**src/urx_pkg.sv**
```systemverilog
// constants, field layout and carrier types of the serial receive path
package urx_pkg;
	// timing: bit time of both shifters, in clock cycles
	localparam int URX_CLK_NS = 10;
	localparam int URX_BIT_NS = 160;
	localparam int URX_OSR = URX_BIT_NS / URX_CLK_NS;
	localparam logic [3:0] URX_BIT_LAST = 4'(URX_OSR - 1);
	localparam logic [3:0] URX_BIT_MID = 4'(URX_OSR / 2 - 1);
	localparam logic [2:0] URX_DEPTH = 3'h4;
	// register offsets (adr[3:0] of the bus)
	localparam logic [3:0] URX_CTRL_OFS = 4'h0;
	localparam logic [3:0] URX_STAT_OFS = 4'h4;
	localparam logic [3:0] URX_DATA_OFS = 4'h8;
	// control register fields
	localparam int URX_C_RXEN = 0;
	localparam int URX_C_TXEN = 1;
	localparam int URX_C_LEN = 2;
	localparam int URX_C_OSH = 5;
	localparam int URX_C_MAT = 6;
	localparam int URX_C_MBIT = 8;
	localparam int URX_C_ITS = 9;
	localparam int URX_C_HDX = 10;
	localparam int URX_C_LB = 11;
	localparam int URX_C_IRTX = 13;
	localparam int URX_C_IRRX = 14;
	localparam int URX_C_PW = 15;
	localparam int URX_C_INV = 17;
	localparam int URX_C_THR = 18;
	localparam logic [31:0] URX_CTRL_MASK = 32'h000F_FFFF;
	localparam logic [31:0] URX_CTRL_RST = 32'h0000_000C;
	// status register fields
	localparam int URX_S_CNT = 0;
	localparam int URX_S_REQ = 4;
	localparam int URX_S_RBSY = 5;
	localparam int URX_S_TBSY = 6;
	localparam int URX_S_OVR = 8;
	localparam int URX_S_FRM = 9;
	localparam int URX_S_FER = 10;
	localparam int URX_S_FLUSH = 15;
	// length and match codes
	localparam logic [2:0] URX_LEN_9N = 3'h4;
	localparam logic [2:0] URX_LEN_9F = 3'h5;
	localparam logic [1:0] URX_MAT_ADDR = 2'h1;
	localparam logic [1:0] URX_MAT_FRAME = 2'h2;
	localparam logic [1:0] URX_MAT_STORE = 2'h3;
	typedef struct packed {
		logic cyc;
		logic stb;
		logic we;
		logic [3:0] adr;
		logic [3:0] sel;
		logic [31:0] dat;
	} urx_wb_req_t;
	typedef struct packed {
		logic ack;
		logic [31:0] dat;
	} urx_wb_rsp_t;
	typedef struct packed {
		logic tx;
		logic oe;
	} urx_pin_t;
	typedef enum logic [1:0] {URX_IDLE, URX_START, URX_DATA, URX_STOP} urx_state_t;
endpackage : urx_pkg

```
**src/urx_top.sv**
```systemverilog
// serial receive path with fifo, match modes, irda, duplex and loop back
module urx_top (
	input wire logic clk_i,
	input wire logic rst_i,
	input wire urx_pkg::urx_wb_req_t wb_i,
	output urx_pkg::urx_wb_rsp_t wb_o,
	input wire logic rx_i,
	output urx_pkg::urx_pin_t tx_o
);
	import urx_pkg::*;

	// data bits per frame from the length code
	function automatic logic [3:0] len_bits(input logic [2:0] c);
		len_bits = (c < URX_LEN_9N) ? 4'({1'b0, c}) + 4'h5 : 4'h9;
	endfunction : len_bits

	// fifo entries popped by a read of the given byte lanes
	function automatic logic [2:0] pop_need(input logic [3:0] s,
		input logic [2:0] c);
		unique case (s)
			4'h1: pop_need = 3'h1;
			4'h3: pop_need = (c == URX_LEN_9N) ? 3'h1 : 3'h2;
			4'hF: pop_need = (c == URX_LEN_9N) ? 3'h2 : 3'h4;
			default: pop_need = 3'h0;
		endcase
	endfunction : pop_need

	// threshold code to entry count
	function automatic logic [2:0] thr_n(input logic [1:0] t);
		unique case (t)
			2'h0: thr_n = 3'h1;
			2'h1: thr_n = 3'h2;
			default: thr_n = 3'h4;
		endcase
	endfunction : thr_n

	logic [31:0] ctrl_q, ctrl_d;
	urx_wb_rsp_t rsp_q, rsp_d;
	logic [8:0] mem_q [4];
	logic [8:0] mem_d [4];
	logic [1:0] rd_q, rd_d, wr_q, wr_d;
	logic [2:0] cnt_q, cnt_d;
	logic [8:0] hold_q, hold_d;
	logic hold_v_q, hold_v_d;
	logic req_q, req_d, ovr_q, ovr_d, frm_q, frm_d, fer_q, fer_d;
	logic [8:0] tdat_q, tdat_d;
	logic tpend_q, tpend_d;
	logic [2:0] len, need, pop;
	logic [1:0] mat;
	logic mbit, hdx, req, rd_ok, rd_bad, ctrl_wr, flush, acc;
	logic [8:0] entry;
	logic [3:0] nb;
	logic [2:0] smp_q, smp_d;
	logic dg_q, dg_d, rx_line;
	logic [3:0] ir_q, ir_d;
	urx_state_t st_q, st_d;
	logic [3:0] tmr_q, tmr_d, idx_q, idx_d;
	logic [8:0] sh_q, sh_d, rx_algn;
	logic rx_done, rx_last, rx_busy;
	logic tbusy_q, tbusy_d, txl_q, txl_d, tx_start;
	logic [3:0] ttm_q, ttm_d, tcnt_q, tcnt_d;
	logic [10:0] tsh_q, tsh_d;
	urx_pin_t pin_q, pin_d;

	assign len = ctrl_q[URX_C_LEN +: 3];
	assign mat = ctrl_q[URX_C_MAT +: 2];
	assign mbit = ctrl_q[URX_C_MBIT];
	assign hdx = ctrl_q[URX_C_HDX];
	assign nb = len_bits(len);
	assign rx_busy = st_q != URX_IDLE;
	assign wb_o = rsp_q;
	assign tx_o = pin_q;

	// rx front end: source select, majority de-glitch, irda demodulation
	always_comb begin
		smp_d = {smp_q[1:0], ctrl_q[URX_C_LB] ? txl_q : rx_i};
		dg_d = (smp_q[0] & smp_q[1]) | (smp_q[1] & smp_q[2])
			| (smp_q[0] & smp_q[2]);
		ir_d = ir_q;
		if (!dg_q) begin
			ir_d = URX_BIT_LAST;
		end else if (ir_q != 4'h0) begin
			ir_d = ir_q - 4'h1;
		end
		rx_line = ctrl_q[URX_C_IRRX] ? (dg_q & (ir_q == 4'h0)) : dg_q;
	end

	always_ff @(posedge clk_i) begin
		if (rst_i) begin
			smp_q <= 3'h7;
			dg_q <= 1'h1;
			ir_q <= 4'h0;
		end else begin
			smp_q <= smp_d;
			dg_q <= dg_d;
			ir_q <= ir_d;
		end
	end

	// receive shifter: start at half bit, data bits, stop
	always_comb begin
		st_d = st_q;
		tmr_d = tmr_q + 4'h1;
		idx_d = idx_q;
		sh_d = sh_q;
		rx_done = 1'h0;
		unique case (st_q)
			URX_IDLE: begin
				tmr_d = 4'h0;
				if (ctrl_q[URX_C_RXEN] && !rx_line
					&& !(hdx && tbusy_q)) begin
					st_d = URX_START;
				end
			end
			URX_START: begin
				if (tmr_q == URX_BIT_MID) begin
					tmr_d = 4'h0;
					idx_d = 4'h0;
					st_d = rx_line ? URX_IDLE : URX_DATA;
				end
			end
			URX_DATA: begin
				if (tmr_q == URX_BIT_LAST) begin
					tmr_d = 4'h0;
					sh_d = {rx_line, sh_q[8:1]};
					idx_d = idx_q + 4'h1;
					if (idx_q == nb - 4'h1) begin
						st_d = URX_STOP;
					end
				end
			end
			URX_STOP: begin
				if (tmr_q == URX_BIT_LAST) begin
					rx_done = 1'h1;
					st_d = URX_IDLE;
				end
			end
		endcase
		if (flush && st_q == URX_IDLE) begin
			sh_d = 9'h000;
		end
		rx_algn = sh_q >> (4'h9 - nb);
		rx_last = rx_algn[nb - 4'h1];
	end

	always_ff @(posedge clk_i) begin
		if (rst_i) begin
			st_q <= URX_IDLE;
			tmr_q <= 4'h0;
			idx_q <= 4'h0;
			sh_q <= 9'h000;
		end else begin
			st_q <= st_d;
			tmr_q <= tmr_d;
			idx_q <= idx_d;
			sh_q <= sh_d;
		end
	end

	// bus slave, control, flags and receive fifo
	always_comb begin
		req = wb_i.cyc && wb_i.stb && !rsp_q.ack;
		need = pop_need(wb_i.sel, len);
		rd_ok = need != 3'h0 && need <= cnt_q;
		rd_bad = req && !wb_i.we && wb_i.adr == URX_DATA_OFS && !rd_ok;
		pop = (req && !wb_i.we && wb_i.adr == URX_DATA_OFS && rd_ok)
			? need : 3'h0;
		ctrl_wr = req && wb_i.we && wb_i.adr == URX_CTRL_OFS;
		flush = req && wb_i.we && wb_i.adr == URX_STAT_OFS
			&& wb_i.sel[1] && wb_i.dat[URX_S_FLUSH];
		acc = rx_done && (mat != URX_MAT_ADDR || rx_last == mbit);
		entry = (len == URX_LEN_9F) ? {1'h0, rx_algn[7:0]}
			: rx_algn;
		rsp_d.ack = req;
		rsp_d.dat = 32'h0000_0000;
		ctrl_d = ctrl_q;
		for (int b = 0; b < 4; b++) begin
			if (ctrl_wr && wb_i.sel[b]) begin
				ctrl_d[8*b +: 8] = wb_i.dat[8*b +: 8];
			end
		end
		ctrl_d = ctrl_d & URX_CTRL_MASK;
		ovr_d = ovr_q;
		frm_d = frm_q;
		fer_d = fer_q;
		if (req && wb_i.we && wb_i.adr == URX_STAT_OFS && wb_i.sel[1]) begin
			ovr_d = ovr_q & ~wb_i.dat[URX_S_OVR];
			frm_d = frm_q & ~wb_i.dat[URX_S_FRM];
			fer_d = fer_q & ~wb_i.dat[URX_S_FER];
		end
		tdat_d = tdat_q;
		tpend_d = tpend_q && !tx_start;
		if (req && wb_i.we && wb_i.adr == URX_DATA_OFS && !tpend_q
			&& ctrl_q[URX_C_TXEN]) begin
			tdat_d = wb_i.dat[8:0];
			tpend_d = 1'h1;
		end
		// read data assembly
		unique case (wb_i.adr)
			URX_CTRL_OFS: rsp_d.dat = ctrl_q;
			URX_STAT_OFS: begin
				rsp_d.dat[URX_S_CNT +: 3] = cnt_q;
				rsp_d.dat[URX_S_REQ] = req_q;
				rsp_d.dat[URX_S_RBSY] = rx_busy;
				rsp_d.dat[URX_S_TBSY] = tbusy_q;
				rsp_d.dat[URX_S_OVR] = ovr_q;
				rsp_d.dat[URX_S_FRM] = frm_q;
				rsp_d.dat[URX_S_FER] = fer_q;
			end
			URX_DATA_OFS: begin
				for (int k = 0; k < 4; k++) begin
					if (3'(k) < pop) begin
						if (len == URX_LEN_9N) begin
							rsp_d.dat[(k % 2) * 16 +: 9] =
								mem_q[rd_q + 2'(k)];
						end else begin
							rsp_d.dat[8*k +: 8] = mem_q[rd_q + 2'(k)][7:0];
						end
					end
				end
			end
			default: rsp_d.dat = 32'h0000_0000;
		endcase
		if (!wb_i.we || !req) begin
			rsp_d.dat = req ? rsp_d.dat : rsp_q.dat;
		end else begin
			rsp_d.dat = 32'h0000_0000;
		end
		// fifo: pop, drain shifter, then take the new frame
		mem_d = mem_q;
		rd_d = rd_q + pop[1:0];
		wr_d = wr_q;
		cnt_d = cnt_q - pop;
		hold_d = hold_q;
		hold_v_d = hold_v_q;
		if (hold_v_q && cnt_d < URX_DEPTH) begin
			mem_d[wr_d] = hold_q;
			wr_d = wr_d + 2'h1;
			cnt_d = cnt_d + 3'h1;
			hold_v_d = 1'h0;
		end
		if (acc) begin
			if (hold_v_d) begin
				hold_d = entry;
				ovr_d = 1'h1;
			end else if (cnt_d < URX_DEPTH) begin
				mem_d[wr_d] = entry;
				wr_d = wr_d + 2'h1;
				cnt_d = cnt_d + 3'h1;
			end else begin
				hold_d = entry;
				hold_v_d = 1'h1;
			end
			if (ctrl_q[URX_C_OSH]) begin
				ctrl_d[URX_C_OSH] = 1'h0;
				ctrl_d[URX_C_RXEN] = 1'h0;
			end
			if (st_q == URX_STOP && !rx_line) begin
				frm_d = 1'h1;
			end
		end
		if (rx_done) begin
			unique case (mat)
				URX_MAT_ADDR: if (rx_last == mbit) begin
					ctrl_d[URX_C_MAT +: 2] = URX_MAT_FRAME;
				end
				URX_MAT_FRAME: if (rx_last == mbit) begin
					frm_d = 1'h1;
				end
				URX_MAT_STORE: ctrl_d[URX_C_MBIT] = rx_last;
				default: ctrl_d[URX_C_MAT +: 2] = ctrl_d[URX_C_MAT +: 2];
			endcase
		end
		if (flush) begin
			rd_d = wr_d;
			cnt_d = 3'h0;
			if (!rx_busy) begin
				hold_v_d = 1'h0;
			end
		end
		if (rd_bad) begin
			fer_d = 1'h1;
		end
		req_d = cnt_d >= thr_n(ctrl_d[URX_C_THR +: 2]);
	end

	always_ff @(posedge clk_i) begin
		if (rst_i) begin
			ctrl_q <= URX_CTRL_RST;
			rsp_q <= '0;
			mem_q <= '{default: 9'h000};
			rd_q <= 2'h0;
			wr_q <= 2'h0;
			cnt_q <= 3'h0;
			hold_q <= 9'h000;
			hold_v_q <= 1'h0;
			req_q <= 1'h0;
			ovr_q <= 1'h0;
			frm_q <= 1'h0;
			fer_q <= 1'h0;
			tdat_q <= 9'h000;
			tpend_q <= 1'h0;
		end else begin
			ctrl_q <= ctrl_d;
			rsp_q <= rsp_d;
			mem_q <= mem_d;
			rd_q <= rd_d;
			wr_q <= wr_d;
			cnt_q <= cnt_d;
			hold_q <= hold_d;
			hold_v_q <= hold_v_d;
			req_q <= req_d;
			ovr_q <= ovr_d;
			frm_q <= frm_d;
			fer_q <= fer_d;
			tdat_q <= tdat_d;
			tpend_q <= tpend_d;
		end
	end

	// transmit shifter, irda modulation and pin drive
	always_comb begin
		tx_start = tpend_q && !tbusy_q && !(hdx && rx_busy);
		tbusy_d = tbusy_q;
		ttm_d = ttm_q;
		tcnt_d = tcnt_q;
		tsh_d = tsh_q;
		if (tx_start) begin
			tbusy_d = 1'h1;
			ttm_d = 4'h0;
			tcnt_d = nb + 4'h2;
			tsh_d = {1'h0, (tdat_q & ~(9'h1FF << nb)), 1'h0}
				| (11'h001 << (nb + 4'h1));
		end else if (tbusy_q) begin
			ttm_d = ttm_q + 4'h1;
			if (ttm_q == URX_BIT_LAST) begin
				ttm_d = 4'h0;
				tsh_d = {1'h1, tsh_q[10:1]};
				tcnt_d = tcnt_q - 4'h1;
				tbusy_d = tcnt_q != 4'h1;
			end
		end
		txl_d = 1'h1;
		if (tbusy_q) begin
			txl_d = ctrl_q[URX_C_IRTX]
				? !(!tsh_q[0] && ttm_q <= 4'({2'h0, ctrl_q[URX_C_PW +: 2]}))
				: tsh_q[0];
		end
		pin_d.tx = ctrl_q[URX_C_LB + 1] ? rx_i
			: txl_q ^ ctrl_q[URX_C_INV];
		pin_d.oe = ctrl_q[URX_C_LB + 1]
			|| !(ctrl_q[URX_C_ITS] && !tbusy_q);
	end

	always_ff @(posedge clk_i) begin
		if (rst_i) begin
			tbusy_q <= 1'h0;
			ttm_q <= 4'h0;
			tcnt_q <= 4'h0;
			tsh_q <= 11'h7FF;
			txl_q <= 1'h1;
			pin_q <= '{tx: 1'h1, oe: 1'h1};
		end else begin
			tbusy_q <= tbusy_d;
			ttm_q <= ttm_d;
			tcnt_q <= tcnt_d;
			tsh_q <= tsh_d;
			txl_q <= txl_d;
			pin_q <= pin_d;
		end
	end
endmodule : urx_top

```
**config.mk**
```make
export PLATFORM = sky130hd
export DESIGN_NAME = urx_top
export DESIGN_NICKNAME = d
export VERILOG_FILES = /design/src/urx_pkg.sv /design/src/urx_top.sv
export SDC_FILE = /design/constraint.sdc
export NUM_CORES = 1
export LEC_CHECK = 0
export BUFFER_PORTS_ARGS = -buffer_cell sky130_fd_sc_hd__buf_2
export CORE_MARGIN = 2
export CORE_UTILIZATION = 30
export CTS_CLUSTER_SIZE = 10
export DETAILED_ROUTE_END_ITERATION = 8
export GPL_TIMING_DRIVEN = 0
export PLACE_DENSITY = 0.43
export SLEW_MARGIN = 30
export SYNTH_ARGS = -nofsm -noshare
export SYNTH_HDL_FRONTEND = slang
export SYNTH_SLANG_ARGS = --single-unit
```
**constraint.sdc**
```tcl
create_clock -name clk_i -period 15.6 [get_ports clk_i]
set_input_delay 0.78 -clock clk_i [delete_from_list [all_inputs] [get_ports clk_i]]
set_output_delay 0.78 -clock clk_i [all_outputs]
set_load 0.01 [all_outputs]
```
After elaboration in Yosys (flattened, before gate mapping):

Cells that the tools add are included.

* output and inout port bits: 35
* memories kept: 0
* register bits after elaboration: 170
* word-level logic and storage cells: 319
* bits of input ports: 46
* bits in writable memories: 0
* bits in latches: 0
* memory bits (read-only): 0

* div/mod/pow operators: 0
* equality and inequality tests: 28
* mux-type cells: 122
* bitwise logic cells: 24
* shift-type cells: 3
* reduce and logical (&&, ||, !) cells: 69
* $add $sub $neg: 19
* $mul: 0
* order comparisons: 19

Operators by type and width (number)
* two-way mux 9 bit: 17
* two-way mux 36 bit: 4
* binary-select mux 9 bit (select 2 bit): 4
* bitwise mux 36 bit: 2
* two-way mux 4 bit: 12
* one-hot mux 21 bit (2 select lines): 1
* two-way mux 8 bit: 5
* demux 9 bit (select 2 bit): 2
* two-way mux 1 bit: 36
* one-hot mux 3 bit (3 select lines): 4
* logical AND 1 bit: 33
* two-way mux 11 bit: 3
* two-way mux 2 bit: 14
* two-way mux 3 bit: 8
* >= comparator 3 bit, second input constant: 6
* inverter 2 -> 3 bit: 6
* two-way mux 17 bit: 1
* adder 4 x 1 -> 4 bit, second input constant: 4
* equality test 4 bit, second input constant: 4
* two-way mux 16 bit: 1
* zero test 1 bit: 13
* != test 2 bit, second input constant: 6
* one-hot mux 4 bit (3 select lines): 1
* subtractor 4 x 1 -> 4 bit, second input constant: 3
* other kinds (52): 94

Logic depth before layout (Yosys ltp):

Gate-level depths: netlist (run 1).

* depth in word-level cells: 20
* mapped depth: 27

Worst setup path before layout (run 1):

No wires, ideal clock.

* kind: input -> register
* from: in wb_i[32] (netlist bit)
* to: reg req_q
* cell stages on the path: 24
* required time: 15.472 ns
* slack: 10.054 ns
* data arrival time: 5.419 ns
* path through: clkbuf_1 -> nand2_1 -> nor2_1 -> nand3_1 -> inv_1 -> ha_1 -> o21ai_0 -> o211ai_1 -> nor2_1 -> ha_1 -> inv_1 -> fa_1 -> xnor2_1 -> nand3_4 -> a22o_4 -> a2111oi_4 -> buf_6 -> a21boi_0 -> o21ai_0 -> ha_1 -> nand2b_1 -> a21o_1 -> a21oi_1 -> nor2_1

* word-level cells in the longest chain between the ends: 16
* elaborated cells between the ends (all ways): 22
* classes of those cells: 3 x add/sub; 4 x order compare; 3 x eq/ne; 8 x mux; 4 x reduce/logical

RTL lines
* from (decl): RTL line urx_top.sv:5 `input wire urx_pkg::urx_wb_req_t wb_i,`
* equality test 4 bit (tied with other cells): RTL line urx_top.sv:20 `unique case (s)`
* one-hot mux 3 bit (3 select lines) *: RTL line urx_top.sv:20
* <= comparator 3 bit / nonzero test 3 bit (equally long branches): RTL line urx_top.sv:164 `rd_ok = need != 3'h0 && need <= cnt_q;`
* logical AND 1 bit: RTL line urx_top.sv:164
* logical AND 1 bit: RTL line urx_top.sv:166 `pop = (req && !wb_i.we && wb_i.adr == URX_DATA_OFS && rd_ok)`
* two-way mux 3 bit *: RTL line urx_top.sv:167 `? need : 3'h0;`
* subtractor 3 bit *: RTL line urx_top.sv:233 `cnt_d = cnt_q - pop;`
* < comparator 3 bit: RTL line urx_top.sv:236 `if (hold_v_q && cnt_d < URX_DEPTH) begin`
* logical AND 1 bit: RTL line urx_top.sv:236
* two-way mux 3 bit: RTL line urx_top.sv:236
* adder 3 x 1 -> 3 bit / < comparator 3 bit (equally long branches): RTL line urx_top.sv:249, urx_top.sv:246
* two-way mux 3 bit: RTL line urx_top.sv:246 `end else if (cnt_d < URX_DEPTH) begin`
* two-way mux 3 bit: RTL line urx_top.sv:243 `if (hold_v_d) begin`
* two-way mux 3 bit *: RTL line urx_top.sv:242 `if (acc) begin`
* two-way mux 3 bit *: RTL line urx_top.sv:274 `if (flush) begin`
* >= comparator 3 bit *: RTL line urx_top.sv:284 `req_d = cnt_d >= thr_n(ctrl_d[URX_C_THR +: 2]);`
* to (signal assigned): RTL line urx_top.sv:312 `req_q <= req_d;`
* to (decl): RTL line urx_top.sv:45 `logic req_q, req_d, ovr_q, ovr_d, frm_q, frm_d, fer_q, fer_d;`

Mark *: on every way between the ends. The rest lies on a longest branch, timed or not.
A chain may end at the register's enable or synchronous reset.

Worst setup path after layout (run 1):

* from: reg ctrl_q[2]
* to: reg req_q

* word-level cells in the longest chain between the ends: 17
* elaborated cells between the ends (all ways): 33
* classes of those cells: 6 x add/sub; 5 x order compare; 2 x eq/ne; 1 x shift; 13 x mux; 6 x reduce/logical

RTL lines
* from (decl): RTL line urx_top.sv:37 `logic [31:0] ctrl_q, ctrl_d;`
* from (signal assigned): RTL line urx_top.sv:304 `ctrl_q <= ctrl_d;`
* equality test 3 bit: RTL line urx_top.sv:22, urx_top.sv:23
* two-way mux 2 bit / two-way mux 3 bit (equally long branches): RTL line urx_top.sv:22, urx_top.sv:23
* one-hot mux 3 bit (3 select lines): RTL line urx_top.sv:20
* <= comparator 3 bit / nonzero test 3 bit (equally long branches): RTL line urx_top.sv:164
* logical AND 1 bit: RTL line urx_top.sv:164
* logical AND 1 bit: RTL line urx_top.sv:166
* two-way mux 3 bit: RTL line urx_top.sv:167
* subtractor 3 bit: RTL line urx_top.sv:233
* < comparator 3 bit: RTL line urx_top.sv:236
* logical AND 1 bit: RTL line urx_top.sv:236
* two-way mux 3 bit: RTL line urx_top.sv:236
* adder 3 x 1 -> 3 bit / < comparator 3 bit (equally long branches): RTL line urx_top.sv:249, urx_top.sv:246
* two-way mux 3 bit: RTL line urx_top.sv:246
* two-way mux 3 bit: RTL line urx_top.sv:243
* two-way mux 3 bit *: RTL line urx_top.sv:242
* two-way mux 3 bit *: RTL line urx_top.sv:274
* >= comparator 3 bit *: RTL line urx_top.sv:284

Mark *: on every way between the ends. The rest lies on a longest branch, timed or not. The select of a mux whose other input is x is not followed.

==> results of run 1 <==
power groups by stage:
| stage | Combinational (W) | Sequential, W | Clock (W) |
|---|---|---|---|
| floorplan | 0.0000376 | 0.000453 | 0 |
| global placement | 0.0000595 | 0.000454 | 0 |
| detailed placement | 0.0000599 | 0.000454 | 0 |
| CTS | 0.0000603 | 0.000444 | 0.000471 |
| global route | 0.0000670 | 0.000445 | 0.000487 |
| finish | 0.0000594 | 0.000444 | 0.000462 |
layout by cell type, fill, tap and decap left out, types with 39 or more instances in the layout:
cell type	netlist	routed
dfxtp_1	170	170
buf_2	14	81
a21oi_1	79	79
nor2_1	137	137
ha_1	43	43
nand3_1	47	47
inv_1	39	39
mux2i_1	78	78
nand2_1	109	109
clkbuf_1	50	51
o21ai_0	41	41
per-stage QoR:
| step | cells | total power (W) | hold slack (ns) | utilization [%] |
|---|---|---|---|---|
| 2_1_floorplan | 1167 | 0.000491 | 0.418 | - |
| 3_3_place_gp | 1675 | 0.000513 | 0.427 | 33.2 |
| 3_5_place_dp | 1676 | 0.000514 | 0.436 | 33.3 |
| 4_1_cts | 1707 | 0.000975 | 0.451 | 35.2 |
| 5_1_grt | 1707 | 0.000999 | 0.458 | 35.2 |
| 6_report | 1707 | 0.000965 | 0.447 | 35.2 |
final cells by class:
type,count,area [um2]
Clock inverter,9,138
Fill cell,3509,21200
Tap cell,442,553
Timing Repair Buffer,67,335
Inverter,40,150
Sequential cell,170,3400
Clock buffer,22,484
Buffer,72,297
Multi-Input combinational cell,885,6150
worst max-delay path: cells and delay by family (launching register included):
| family | cells | cell delay (ns) |
|---|---|---|
| simple gates | 7 | 1.15 |
| fa+ha+maj | 5 | 1.44 |
| xor+xnor | 1 | 0.31 |
| flops | 1 | 0.56 |
| compound gates | 8 | 2.22 |
| buf+inv | 5 | 1.09 |
worst max-delay path by stage:
stage	from	to	slack, ns	cells after the start
3_5_place_dp	ctrl_q[2]	req_q	8.79	26
2_1_floorplan	wb_i[32]	req_q	10.05	24
6_report	ctrl_q[2]	req_q	8.71	26
3_3_place_gp	ctrl_q[2]	req_q	8.83	26
4_1_cts	ctrl_q[2]	req_q	8.75	26
5_1_grt	ctrl_q[2]	req_q	8.21	26
state kept, by name (all words and copies together), names as in the netlist, 3 cells and up, named ones only:
register	count
wb_o	33
ttm_q	4
tmr_q	4
tdat_q	9
ir_q	4
smp_q	3
cnt_q	3
tcnt_q	4
tsh_q	11
idx_q	4
hold_q	9
ctrl_q	20
mem_q	36
sh_q	9
metal layers:
layer	up-vias	share of wire, %	GRT usage (%)
li1	4372	-	-
met1	4288	51	28.5
met2	212	44	30.4
met3	33	3.7	2.99
met4	0	1.7	5.89
met5	-	0	0
kinds of logic (layout without fill, tap and decap cells):
family / Yosys count / after routing / synth area share [%]
flops: 170 / 170 / 34.1
buf+inv: 112 / 210 / 4.47
compound gates: 251 / 251 / 17.4
mux: 141 / 141 / 15.6
fa+ha+maj: 44 / 44 / 5.59
simple gates: 426 / 426 / 20.9
xor+xnor: 23 / 23 / 2.02
==> impl_metrics.yaml, run 1 <==
floorplan:
  die_h_um: 186
  initial_utilization_pct: 30.5
  boundaryPins: 81
  core-area_mm2: 0.0327
  die_w_um: 186
  fp-row-count: 66
  dieArea_mm2: 0.0348
clock_tree:
  cts-root-buf: "clkbuf_16"
  cts_max_path_buffers: 2
  numCtsBuffers: 17
  clock-sinks: 170
  hold_buffers: 0
  clkTransAtPathRegs_ns: 0.08
  htreeDepth: 4
  clock_latency_ns: 0.46
  cts_resized: 0
  cts_tree: "yes"
  post-cts-setup-buffers: 0
yosys:
  synth_nets: 1257
  synth_warnings: 0
  yosysMostFrequentCell: "dfxtp_1"
  syn_area_per_cell_um2: 8.56
  ys.flop_type: "dfxtp_1"
  synth-edff-count: 0
  ys_top_cells_by_count: "dfxtp_1 (170), nor2_1 (137), nand2_1 (109)"
  yosysTopAreaCellShare_pct: 34.1
  seq_area_frac_synth_pct: 34.1
  synth_area_leaders: "dfxtp_1 (34%), mux2i_1 (7.8%), ha_1 (5.4%)"
  yosysUniqueCellTypes: 82
  ys_ff_latch: 170
  synth_cells: 1167
  async_flop_share_pct: 0
  synth_top_cell_by_area: "dfxtp_1"
  synth_area_mm2: 0.00999
sta:
  fin_crit_ns: 6.89
  maxSlewHeadroom_pct: 37.8
  finalHoldViolations: 0
  fin_crit_sh_pct: 44.2
  rsz0062_at_grt: "no"
  fin_skew_ns: 0.0182
  setup_slack_ns: 8.71
  setup_violations: 0
  drv_slew: 0
  fin_tns_setup_ns: 0
  worstMarginPinSlew_ns: 0.927
  max_freq_ghz: 0.145
power_and_ir_drop:
  p_per_area_mw_per_mm2: 83.9
  p_leak_nw: 4.42
  p_switching_w: 0.000236
  p_int_w: 0.000730
  p_seq_share_pct: 46.0
  power_frac_comb_pct: 6.2
  vdd_ir_drop_max_uv: 82.3
  p_clk_share_pct: 47.9
  switching_share_pct: 24.4
routing:
  firstDrtPassIters: 5
  drc: 0
  vias: 8905
  wire_per_inst_um: 20.1
  drtIter0Drc: 713
  vias_per_cell: 5.22
  ant_nets: 0
  drt_wl_total_um: 34300
status:
  status: "finished, final reports clean"
setup_path:
  arrival_ns: 7.22
  critPathKind: "reg -> reg"
  crit_slowest_cell: "a2111oi_4"
  crit_path_frequent_cell: "ha_1"
  r2r-start: "ctrl_q[2]"
  worstSetupEndpointType: "register"
  reg2reg_depth: 26
  crit_fanout: 10
  cp-start-kind: "register"
  r2r_setup_slack_ns: 8.71
  timing.rr.end: "req_q"
  crit_path_max_incr_delay_ns: 0.64
  worst_ep_required_time_ns: 15.93
cells_and_area:
  area_delta_synth_final_pct: 15.2
  finalInstanceArea_mm2: 0.0115
  final_nets: 1343
  drive_gt1_share_pct: 15.3
  diodes: 0
placed_design:
  io_buffers: 66
  place_area_mm2: 0.0109
  post-dp-hpwl_um: 26400
  globalplace.congestion: 0.839
  dp_slack_ns: 8.79
job:
  cap_violations: 0
global_routing:
  overflow: 0
  grt_max_degree: 17
  grt_pass1_vias: 8493
  antenna_found_initial: 0
  grt_pass1_wl_um: 53000
  grt_usage_pct: 19.8
hold_path:
  hold_path_depth: 1
  min_path_type: "reg -> reg"
  min_from: "smp_q[1]"
  hold_end: "smp_q[2]"
Note: power is estimated with default switching activity, not from simulation.
==> run 2: changes to the inputs <==
- clock period: 15.6 -> 6.8 ns (I/O delays scaled with it)
==> run 2 against run 1 <==
  * Count of clock-buffer cells in the layout unchanged
  * Global-route usage about the same
  * Core utilization about the same
  * Hold slack got worse by 0.30 ns
  * Wire length grew 0.22%
  * Total power increased by 130%
  * Highest routed layer unchanged
==> impl_metrics.yaml, run 2 (synthesis results as in run 1) <==
cells_and_area:
  area_delta_synth_final_pct: 15.4
  final_nets: 1344
  largest_register_ffs: 36
  final_cell_mix: "dfxtp_1 (169), nor2_1 (137), nand2_1 (109)"
  drive_gt1_share_pct: 15.5
  final_common_cell: "dfxtp_1"
  top_register: "mem_q"
  final_core_util_pct: 35.3
  diodes: 0
setup_path:
  critPathKind: "reg -> reg"
  r2r_setup_slack_ns: 0.55
  cp-start-kind: "register"
  crit_fanout: 10
  arrival_ns: 6.58
  worstSetupEndpointType: "register"
  worst_ep_required_time_ns: 7.13
  r2r-start: "ctrl_q[4]"
  startpoint: "ctrl_q[4]"
global_routing:
  grt_usage_pct: 19.8
  grt_max_degree: 17
  overflow: 0
  grt_pass1_wl_um: 53100
  grt_pass1_vias: 8499
  antenna_found_initial: 0
power_and_ir_drop:
  vdd_ir_drop_max_uv: 189
  p_per_area_mw_per_mm2: 192
  p_leak_nw: 4.42
  totalPowerFinal_w: 0.00222
sta:
  rsz0062_at_grt: "no"
  fin_hold_ws_ns: 0.143
  fin_crit_sh_pct: 91.9
  drv_slew: 0
  fin_crit_ns: 6.25
  finalHoldViolations: 0
  worstMarginPinSlew_ns: 0.932
  max_freq_ghz: 0.160
  maxSlewHeadroom_pct: 37.5
  fin_skew_ns: 0.0177
  setup_violations: 0
job:
  cap_violations: 0
clock_tree:
  cts_tree: "yes"
  cts_max_path_buffers: 2
  cts-root-buf: "clkbuf_16"
  clock-sinks: 170
  clock_latency_ns: 0.46
  clkTransAtPathRegs_ns: 0.08
  numCtsBuffers: 17
  htreeDepth: 4
  hold_buffers: 0
floorplan:
  core-area_mm2: 0.0327
  fp-row-count: 66
  boundaryPins: 81
  die_w_um: 186
  die_h_um: 186
  dieArea_mm2: 0.0348
  initial_utilization_pct: 30.5
status:
  status: "finished, final reports clean"
routing:
  vias: 8905
  drt_wl_total_um: 34300
  drtIter0Drc: 658
  drc: 0
  firstDrtPassIters: 5
  vias_per_cell: 5.21
  wire_per_inst_um: 20.1
  ant_nets: 0
hold_path:
  min_path_type: "in -> reg"
  min_from: "wb_i[3]"
placed_design:
  post-dp-hpwl_um: 26400
  globalplace.congestion: 0.839
  io_buffers: 66
[run 2: cell types whose count changed in the layout (fill, tap and decap cells not counted), sizes merged]
cell and delta:
clkbuf +1
[run 2: critical path: stages (launching register included)]
cell	delay [ns]
dfxtp_1	0.36
buf_2	0.25
clkbuf_1	0.64
nand2_1	0.27
nand2_1	0.12
a21oi_1	0.12
ha_1	0.31
a211oi_1	0.40
o211ai_1	0.30
nor2_1	0.21
ha_1	0.18
inv_1	0.05
fa_1	0.41
xnor2_1	0.31
nand3_4	0.17
a21oi_2	0.29
mux2_2	0.39
ha_1	0.29
nor3_1	0.29
nor3_1	0.11
ha_1	0.31
a21o_1	0.16
a21oi_1	0.14
nor2_1	0.05
[run 2: where the power goes]
part,internal (W),switching (W)
sequential,0.00101,0.00000945
clock,0.000618,0.000446
combinational,0.0000475,0.0000888
[run 2: worst paths after layout]
check | endpoint | depth (start not counted)
setup / recovery | req_q | 23
hold / removal | ctrl_q[3] | 3
setup reg to reg | req_q | 23
hold reg to reg | smp_q[2] | 1
[run 2: timing repair]
action / CTS / global route
pin swaps: 1 / 1
hold endpoints to repair: 0 / 0
setup buffers: 1 / 0
setup endpoints to repair: 1 / 17
cloned: 0 / 0
resized for setup: 0 / 4
[run 2: final cells by class]
| class | count | area [um2] |
|---|---|---|
| Clock buffer | 22 | 484 |
| Timing Repair Buffer | 68 | 343 |
| Inverter | 40 | 150 |
| Multi-Input combinational cell | 885 | 6160 |
| Tap cell | 442 | 553 |
| Fill cell | 3509 | 21200 |
| Sequential cell | 170 | 3400 |
| Clock inverter | 9 | 138 |
| Buffer | 72 | 299 |
[run 2: routing by layer]
metal / routed length (um) / global-route usage [%] / part of all wire, %
met1: 17600 / 28.5 / 51
met2: 15000 / 30.5 / 44
met3: 1240 / 2.99 / 3.6
met4: 577 / 5.89 / 1.7
met5: 0 / 0 / 0
[run 2: through the flow]
stage          worst slack (ns)  instance area (um2)  setup TNS [ns]  instances
4_1_cts                   0.111                11500               0       1708
3_5_place_dp            -0.0110                10900         -0.0110       1676
5_1_grt                   0.102                11500               0       1708
6_report                  0.548                11500               0       1708
3_3_place_gp             0.0267                10900               0       1675
2_1_floorplan              1.32                 9990               0       1167
